File: config.mk
export PLATFORM = sky130hd
export DESIGN_NAME = ccsc_top
export DESIGN_NICKNAME = d
export VERILOG_FILES = /design/src/hdl/ccsc_pkg.sv /design/src/hdl/ccsc_delay_count.sv /design/src/hdl/ccsc_top.sv
export SDC_FILE = /design/constraint.sdc
export NUM_CORES = 1
export LEC_CHECK = 0
export BUFFER_PORTS_ARGS = -buffer_cell sky130_fd_sc_hd__buf_2
export CAP_MARGIN = 20
export CELL_PAD_IN_SITES_DETAIL_PLACEMENT = 1
export CELL_PAD_IN_SITES_GLOBAL_PLACEMENT = 1
export CORE_MARGIN = 5
export CORE_UTILIZATION = 47
export CTS_BUF_LIST = sky130_fd_sc_hd__clkbuf_4 sky130_fd_sc_hd__clkbuf_8
export DETAILED_ROUTE_END_ITERATION = 10
export HOLD_SLACK_MARGIN = 0.02
export PLACE_DENSITY_LB_ADDON = 0.1
export SYNTH_ARGS = -nofsm -noshare
export SYNTH_HDL_FRONTEND = slang
export SYNTH_SLANG_ARGS = --single-unit
File: constraint.sdc
create_clock -name mclk_i -period 3.4 [get_ports mclk_i]
set_input_delay 0.68 -clock mclk_i [delete_from_list [all_inputs] [get_ports mclk_i]]
set_output_delay 0.68 -clock mclk_i [all_outputs]
set_load 0.005 [all_outputs]
File: src/hdl/ccsc_pkg.sv
// Functional notes
// CPU clock from speed and subclock bits
// Old clock runs on after selection change
// Crystal slow-to-sub within 306 clocks
// RC switching 4/2/244 clock maxima
// Two clocks equal one minimum instruction
// Crystal reset waits 2^15 then slow
// RC reset waits 2^7 then slow
// Software selects high speed after supply
// Software selects sub only when stable
// Writing zero to stop bit restarts oscillator
// Software waits stabilisation after restart
// Reset gives slow mode, register 02H
// Sub selected: main may stop, no STOP
// Status flag reads 1 on subclock
// Source changes glitch-free at instruction boundary
package ccsc_pkg;

   // ---------------------------------------------------------------
   // Register layout
   // ---------------------------------------------------------------
   localparam logic [7:0] CCSC_PROC_CTRL_RESET = 8'h02;
   localparam logic [7:0] CCSC_SUB_CTRL_RESET = 8'h00;
   localparam int CCSC_SPEED_BIT = 1;
   localparam int CCSC_MSTOP_BIT = 7;
   localparam int CCSC_SUBSEL_BIT = 4;
   localparam int CCSC_FLAG_BIT = 5;

   // ---------------------------------------------------------------
   // Timing
   // ---------------------------------------------------------------
   localparam int CCSC_XTAL_WAIT_LOG2 = 15;
   localparam int CCSC_RC_WAIT_LOG2 = 7;
   localparam logic [15:0] CCSC_XTAL_WAIT = 16'h8000;
   localparam logic [15:0] CCSC_RC_WAIT = 16'h0080;
   localparam logic [15:0] CCSC_XTAL_SUB_CLOCKS = 16'h0132; // 306
   localparam logic [15:0] CCSC_RC_SUB_CLOCKS = 16'h00F4;   // 244
   localparam logic [15:0] CCSC_UP_CLOCKS = 16'h0004;
   localparam logic [15:0] CCSC_DOWN_CLOCKS = 16'h0002;
   localparam logic [15:0] CCSC_INSTR_CLOCKS = 16'h0002;
   localparam logic [3:0] CCSC_FAST_DIV = 4'h1;
   localparam logic [3:0] CCSC_SLOW_DIV = 4'h4;

   // ---------------------------------------------------------------
   // Types
   // ---------------------------------------------------------------
   typedef enum logic [1:0] {
      CCSC_SRC_SLOW = 2'b00,
      CCSC_SRC_FAST = 2'b01,
      CCSC_SRC_SUB = 2'b10
   } ccsc_src_e;

   typedef enum logic [1:0] {
      CCSC_ST_STAB = 2'b00,
      CCSC_ST_RUN = 2'b01,
      CCSC_ST_SWITCH = 2'b10
   } ccsc_state_e;

   typedef struct packed {
      logic main_stop;
      logic speed_sel;
      logic sub_sel;
   } ccsc_ctrl_s;

endpackage

File: src/hdl/ccsc_delay_count.sv
`timescale 1ns/1ps
`default_nettype none
// Loadable down-counter used for switch delays and stabilisation wait
module ccsc_delay_count (
   // Clock and reset
   input wire logic mclk_i,
   input wire logic reset_i,
   // Control
   input wire logic load_i,
   input wire logic [15:0] value_i,
   input wire logic tick_i,
   // Status
   output logic done_o
);
   logic [15:0] count_reg;

   // ---------------------------------------------------------------
   // Counter
   // ---------------------------------------------------------------
   // Counts only on ticks of the clock that was active before a switch
   always_ff @(posedge mclk_i or posedge reset_i) begin
      if (reset_i) begin
         count_reg <= 16'h0000;
      end else if (load_i) begin
         count_reg <= value_i;
      end else if (tick_i && count_reg != 16'h0000) begin
         count_reg <= count_reg - 16'h0001;
      end
   end

   assign done_o = (count_reg == 16'h0000) && !load_i;
endmodule
`default_nettype wire

File: src/hdl/ccsc_top.sv
`timescale 1ns/1ps
`default_nettype none
module ccsc_top (
   // Clock and reset
   input wire logic mclk_i,
   input wire logic reset_i,
   // Oscillator ticks and options (asynchronous)
   input wire logic main_tick_i,
   input wire logic sub_tick_i,
   input wire logic sub_stable_i,
   input wire logic rc_mode_i,
   // Register writes
   input wire logic proc_ctrl_wr_i,
   input wire logic [7:0] proc_ctrl_wdata_i,
   input wire logic sub_ctrl_wr_i,
   input wire logic [7:0] sub_ctrl_wdata_i,
   // Standby request
   input wire logic stop_req_i,
   // Outputs
   output logic [7:0] proc_ctrl_rdata_o,
   output logic [7:0] sub_ctrl_rdata_o,
   output logic cpu_clk_en_o,
   output logic cpu_run_o,
   output logic main_osc_en_o,
   output logic stop_ok_o,
   output logic [1:0] cpu_src_o
);
   logic [1:0] mtick_sync_reg, stick_sync_reg, stab_sync_reg;
   logic mtick_prev_reg, stick_prev_reg, main_edge, sub_edge;
   logic rc_reg;
   logic [1:0] rc_sync_reg;
   logic [2:0] arm_reg;
   ccsc_pkg::ccsc_ctrl_s ctrl_reg;
   ccsc_pkg::ccsc_state_e state_reg;
   ccsc_pkg::ccsc_src_e src_reg, req_src;
   logic [3:0] div_reg;
   logic old_tick, cnt_load, cnt_done;
   logic [15:0] cnt_value;

   // ---------------------------------------------------------------
   // Input synchronisers
   // ---------------------------------------------------------------
   // Oscillator edges come from other clocks, so two stages first
   always_ff @(posedge mclk_i or posedge reset_i) begin
      if (reset_i) begin
         mtick_sync_reg <= 2'b00;
         stick_sync_reg <= 2'b00;
         stab_sync_reg <= 2'b00;
         rc_sync_reg <= 2'b00;
         mtick_prev_reg <= 1'b0;
         stick_prev_reg <= 1'b0;
      end else begin
         mtick_sync_reg <= {mtick_sync_reg[0], main_tick_i};
         stick_sync_reg <= {stick_sync_reg[0], sub_tick_i};
         stab_sync_reg <= {stab_sync_reg[0], sub_stable_i};
         rc_sync_reg <= {rc_sync_reg[0], rc_mode_i};
         mtick_prev_reg <= mtick_sync_reg[1];
         stick_prev_reg <= stick_sync_reg[1];
      end
   end

   assign main_edge = mtick_sync_reg[1] && !mtick_prev_reg && !ctrl_reg.main_stop;
   assign sub_edge = stick_sync_reg[1] && !stick_prev_reg;

   // Option strap caught after release, never under reset
   always_ff @(posedge mclk_i or posedge reset_i) begin
      if (reset_i) begin
         rc_reg <= 1'b0;
      end else if (state_reg == ccsc_pkg::CCSC_ST_STAB) begin
         rc_reg <= rc_sync_reg[1];
      end
   end

   // Wait count reloaded until the strap has crossed both sync stages
   always_ff @(posedge mclk_i or posedge reset_i) begin
      if (reset_i) begin
         arm_reg <= 3'b000;
      end else begin
         arm_reg <= {arm_reg[1:0], 1'b1};
      end
   end

   // ---------------------------------------------------------------
   // Control bits
   // ---------------------------------------------------------------
   // Reset leaves slow main mode with main oscillator running
   always_ff @(posedge mclk_i or posedge reset_i) begin
      if (reset_i) begin
         ctrl_reg.main_stop <= ccsc_pkg::CCSC_PROC_CTRL_RESET[ccsc_pkg::CCSC_MSTOP_BIT];
         ctrl_reg.speed_sel <= ccsc_pkg::CCSC_PROC_CTRL_RESET[ccsc_pkg::CCSC_SPEED_BIT];
         ctrl_reg.sub_sel <= ccsc_pkg::CCSC_SUB_CTRL_RESET[ccsc_pkg::CCSC_SUBSEL_BIT];
      end else begin
         if (proc_ctrl_wr_i) begin
            ctrl_reg.speed_sel <= proc_ctrl_wdata_i[ccsc_pkg::CCSC_SPEED_BIT];
            // Stop only honoured while on subclock; writing 0 restarts
            ctrl_reg.main_stop <= proc_ctrl_wdata_i[ccsc_pkg::CCSC_MSTOP_BIT] &&
                                  src_reg == ccsc_pkg::CCSC_SRC_SUB;
         end
         if (sub_ctrl_wr_i) begin
            ctrl_reg.sub_sel <= sub_ctrl_wdata_i[ccsc_pkg::CCSC_SUBSEL_BIT];
         end
      end
   end

   // Requested source from the two select bits
   always_comb begin
      if (ctrl_reg.sub_sel) begin
         req_src = ccsc_pkg::CCSC_SRC_SUB;
      end else if (ctrl_reg.speed_sel) begin
         req_src = ccsc_pkg::CCSC_SRC_SLOW;
      end else begin
         req_src = ccsc_pkg::CCSC_SRC_FAST;
      end
   end

   // ---------------------------------------------------------------
   // Switch delay selection
   // ---------------------------------------------------------------
   // Delay counted in ticks of the clock running before the switch
   always_comb begin
      cnt_value = ccsc_pkg::CCSC_DOWN_CLOCKS;
      if (state_reg == ccsc_pkg::CCSC_ST_STAB) begin
         cnt_value = rc_sync_reg[1] ? ccsc_pkg::CCSC_RC_WAIT
                                    : ccsc_pkg::CCSC_XTAL_WAIT;
      end else if (req_src == ccsc_pkg::CCSC_SRC_SUB) begin
         cnt_value = rc_reg ? ccsc_pkg::CCSC_RC_SUB_CLOCKS
                            : ccsc_pkg::CCSC_XTAL_SUB_CLOCKS;
      end else if (src_reg == ccsc_pkg::CCSC_SRC_SLOW &&
                   req_src == ccsc_pkg::CCSC_SRC_FAST) begin
         cnt_value = ccsc_pkg::CCSC_UP_CLOCKS;
      end
   end

   assign old_tick = (src_reg == ccsc_pkg::CCSC_SRC_SUB) ? sub_edge : main_edge;
   // Wait armed right after release; switch delay armed on a new request
   assign cnt_load = (state_reg == ccsc_pkg::CCSC_ST_STAB && !arm_reg[2]) ||
                     (state_reg == ccsc_pkg::CCSC_ST_RUN && req_src != src_reg);

   ccsc_delay_count u_delay (
      .mclk_i(mclk_i),
      .reset_i(reset_i),
      .load_i(cnt_load),
      .value_i(cnt_value),
      .tick_i(old_tick),
      .done_o(cnt_done)
   );

   // ---------------------------------------------------------------
   // Source state machine
   // ---------------------------------------------------------------
   // Old source keeps running until the delay expires
   always_ff @(posedge mclk_i or posedge reset_i) begin
      if (reset_i) begin
         state_reg <= ccsc_pkg::CCSC_ST_STAB;
         src_reg <= ccsc_pkg::CCSC_SRC_SLOW;
      end else begin
         unique case (state_reg)
            ccsc_pkg::CCSC_ST_STAB: begin
               if (cnt_done && mtick_prev_reg) begin
                  state_reg <= ccsc_pkg::CCSC_ST_RUN;
               end
            end
            ccsc_pkg::CCSC_ST_RUN: begin
               if (req_src != src_reg) begin
                  state_reg <= ccsc_pkg::CCSC_ST_SWITCH;
               end
            end
            ccsc_pkg::CCSC_ST_SWITCH: begin
               // Change only at a divider wrap so no pulse is cut short
               if (cnt_done && div_reg == 4'h0) begin
                  src_reg <= req_src;
                  state_reg <= ccsc_pkg::CCSC_ST_RUN;
               end
            end
            default: state_reg <= ccsc_pkg::CCSC_ST_STAB;
         endcase
      end
   end

   // ---------------------------------------------------------------
   // CPU clock enable generation
   // ---------------------------------------------------------------
   // Divider of the active source; enable pulse marks one CPU clock
   always_ff @(posedge mclk_i or posedge reset_i) begin
      if (reset_i) begin
         div_reg <= 4'h0;
         cpu_clk_en_o <= 1'b0;
      end else if (state_reg == ccsc_pkg::CCSC_ST_STAB) begin
         div_reg <= 4'h0;
         cpu_clk_en_o <= 1'b0;
      end else if (src_reg == ccsc_pkg::CCSC_SRC_SUB) begin
         div_reg <= 4'h0;
         cpu_clk_en_o <= sub_edge;
      end else if (main_edge) begin
         if (div_reg >= ((src_reg == ccsc_pkg::CCSC_SRC_FAST) ? ccsc_pkg::CCSC_FAST_DIV
                                                              : ccsc_pkg::CCSC_SLOW_DIV)
                        - 4'h1) begin
            div_reg <= 4'h0;
            cpu_clk_en_o <= 1'b1;
         end else begin
            div_reg <= div_reg + 4'h1;
            cpu_clk_en_o <= 1'b0;
         end
      end else begin
         cpu_clk_en_o <= 1'b0;
      end
   end

   // ---------------------------------------------------------------
   // Status outputs
   // ---------------------------------------------------------------
   always_ff @(posedge mclk_i or posedge reset_i) begin
      if (reset_i) begin
         proc_ctrl_rdata_o <= ccsc_pkg::CCSC_PROC_CTRL_RESET;
         sub_ctrl_rdata_o <= ccsc_pkg::CCSC_SUB_CTRL_RESET;
         cpu_run_o <= 1'b0;
         main_osc_en_o <= 1'b0; // Held stopped during reset
         stop_ok_o <= 1'b0;
         cpu_src_o <= ccsc_pkg::CCSC_SRC_SLOW;
      end else begin
         proc_ctrl_rdata_o <= 8'h00;
         proc_ctrl_rdata_o[ccsc_pkg::CCSC_SPEED_BIT] <= ctrl_reg.speed_sel;
         proc_ctrl_rdata_o[ccsc_pkg::CCSC_MSTOP_BIT] <= ctrl_reg.main_stop;
         sub_ctrl_rdata_o <= 8'h00;
         sub_ctrl_rdata_o[ccsc_pkg::CCSC_SUBSEL_BIT] <= ctrl_reg.sub_sel;
         sub_ctrl_rdata_o[ccsc_pkg::CCSC_FLAG_BIT] <= (src_reg == ccsc_pkg::CCSC_SRC_SUB);
         cpu_run_o <= (state_reg != ccsc_pkg::CCSC_ST_STAB);
         main_osc_en_o <= !ctrl_reg.main_stop;
         stop_ok_o <= (src_reg != ccsc_pkg::CCSC_SRC_SUB);
         cpu_src_o <= src_reg;
      end
   end
endmodule
`default_nettype wire

==> flow_summary.toml <==
[clocking]
insertion_delay_ns = 0.31
cts_buffer_depth = 2
post_cts_buffers = 0
ctsHoldBuffers = 0
cts_resized = 0
htree_levels = 2
cts.sinks = 49
cts_tree = "yes"
cts_buffers = 5
clkTransAtPathRegs_ns = 0.09
cts_root_buffer = "clkbuf_8"

[sta]
layout_min_cycle_time_ns = 2.40
fin_ws_ns = 0.995
finalSetupViolCount = 0
finalMaxSlewViolations = 0
hold_viol = 0
clock_skew_ns = 0.0106
worstMarginPinSlew_ns = 0.725
period_share_pct = 70.7
clock.fmax_mhz = 416
relSlewSlack_pct = 51.5
fin_setup_tns_ns = 0
rsz0062_at_grt = "false"

[synth]
syn_area_um2 = 2310
synth_cell_type_count = 48
avgSynthCellArea_um2 = 11.0
synth-edff-count = 0
yosysWarningCount = 0
synthArstFlopShare_pct = 100
synth_ff_type = "dfrtp_1"
ys_ff_latch = 49
syn_inst = 210
yosysSeqAreaShare_pct = 53.2

[critical_path]
r2r-end = "u_delay.count_reg[6]"
path_common_cell = "o22a_1"
cp_max_fo = 10
r2r-start = "u_delay.count_reg[0]"
cp.arrival_ns = 2.61
max_stage_delay_ns = 0.57
end_kind = "register"
crit_family = "simple AND/OR/NAND/NOR gates"
crit_start = "u_delay.count_reg[0]"
path_buf_inv = 1
path_cells = "inv_1 > ha_1 > nor4b_1 > nand4b_4 > and2_1 > o22a_1 > o22a_1"
start_kind = "register"
worstPathRequired_ns = 3.60
reg2reg_setup_slack_ns = 1.0
cp_slowest_cell = "nor4b_1"
critPathKind = "reg -> reg"
r2r_cells = 7

[power_and_ir_drop]
comb_power_share_pct = 39.5
powerDensity_nw_per_um2 = 806
power_frac_seq_pct = 42.0
switchingPower_w = 0.000820
netSwitchingFraction_pct = 40.2
clkPwrFrac_pct = 18.5
p_int_w = 0.00122
vdd_drop_max_uv = 405
power_leakage_nw = 1.23

[grt]
grt_pass1_vias = 1769
antenna_found_initial = 0
grt_use_total_pct = 18.0
grt_overflow = 0
grt_pass1_wl_um = 8780
grt_max_degree = 50

[detailed_routing]
drc = 0
routed_via_density = 5.47
wirelength_um = 5090
firstDrtPassIters = 4
vias = 1629
first_iter_violations = 79
ant_nets = 0
wl_per_cell_um = 17.1

[place]
pre_cts_ws_ns = 0.991
routabilityCongestion = 0.787
portBuffers = 19
dpl.hpwl_um = 3740

[cells_and_area]
multiInputGateArea_um2 = 958
fin_util_pct = 53.2
drive_gt1_share_pct = 18.2
area.sequential_um2 = 1230
syn_to_final_growth_pct = 9.48
fill_cells = 544
largest_reg_flops = 16
diodes = 0
layout_commonest_cell = "dfrtp_1"
fin_nets = 261
final_cell_mix = "dfrtp_1, buf_2, nor2_1"

[floorplanning]
core_area_um2 = 4750
die_area_um2 = 6410
row_count = 25
dieWidth_um = 80.1
start_util_pct = 48.6
die_y_um = 80.1
io_pins = 47

[flow_run]
maxCapViolations = 0

[status]
status = "completed"

[min_path]
worstHoldPathType = "in -> async"
-- per-layer routing --
layer / part of all wire (%) / vias up / track usage [%]
li1: - / 756 / -
met2: 50 / 36 / 30.2
met5: 0 / - / 0
met3: 4.4 / 12 / 3.25
met4: 2.5 / 0 / 8.28
met1: 43 / 825 / 22.5
-- cells in the mapped netlist (all sizes together), types with 4 or more instances --
cell	number	share of area, %
dfrtp	47	51
nor2	17	2.8
buf	15	4.8
nand2	13	2.1
inv	11	1.8
xor2	9	3.4
nand4	7	1.9
o21ai	7	1.5
ha	6	3.3
mux2	6	3.3
nand2b	6	1.7
nor3	6	1.3
a31oi	5	1.4
nand3	5	1.1
o22a	5	1.9
and2	4	1.1
nor4	4	1.1
-- cell families after synthesis --
| family | share of synthesized area (%) |
|---|---|
| other | 0.325 |
| adder cells (fa/ha/maj) | 3.25 |
| buffers and inverters | 7.05 |
| AO/OA/AOI/OAI | 9.92 |
| multiplexers | 3.25 |
| XOR/XNOR | 4.17 |
| AND/OR/NAND/NOR | 18.8 |
| flip-flops | 53.2 |
-- through the flow --
| stage | instance area (um^2) | hold WS, ns | total power (W) | cells |
|---|---|---|---|---|
| floorplan | 2350 | 0.331 | 0.00145 | 221 |
| global placement | 2410 | 0.334 | 0.00160 | 289 |
| CTS | 2510 | 0.359 | 0.00205 | 297 |
| finish | 2530 | 0.261 | 0.00204 | 298 |
| detailed placement | 2410 | 0.336 | 0.00167 | 289 |
| global route | 2530 | 0.263 | 0.00219 | 298 |
-- final cells by class --
cell class / count / share of cell area, %
clock buffers: 6 / 3.27
clock inverters: 2 / 0.693
inverters: 11 / 1.63
multi-input cells: 143 / 37.9
flip-flops and latches: 49 / 48.6
well taps: 67 / 3.32
repair buffers: 20 / 4.55
-- how the worst max path moves through the flow --
stage | to | slack (ns) | cells after the start
after floorplan | src_reg[0] | 1.28 | 7
after global placement | src_reg[1] | 1.04 | 7
after detailed placement | u_delay.count_reg[6] | 0.99 | 7
after CTS | u_delay.count_reg[6] | 0.97 | 7
after global routing | u_delay.count_reg[6] | 0.82 | 5
final | u_delay.count_reg[6] | 1.0 | 7
-- power by group through the flow --
stage | registers (W) | logic [W] | clock network, W
floorplan | 0.000831 | 0.000618 | 0
global placement | 0.000853 | 0.000744 | 0
detailed placement | 0.000867 | 0.000798 | 0
CTS | 0.000856 | 0.000806 | 0.000387
global route | 0.000879 | 0.000901 | 0.000414
finish | 0.000856 | 0.000805 | 0.000376
Note: power is estimated with default switching activity, not from simulation.
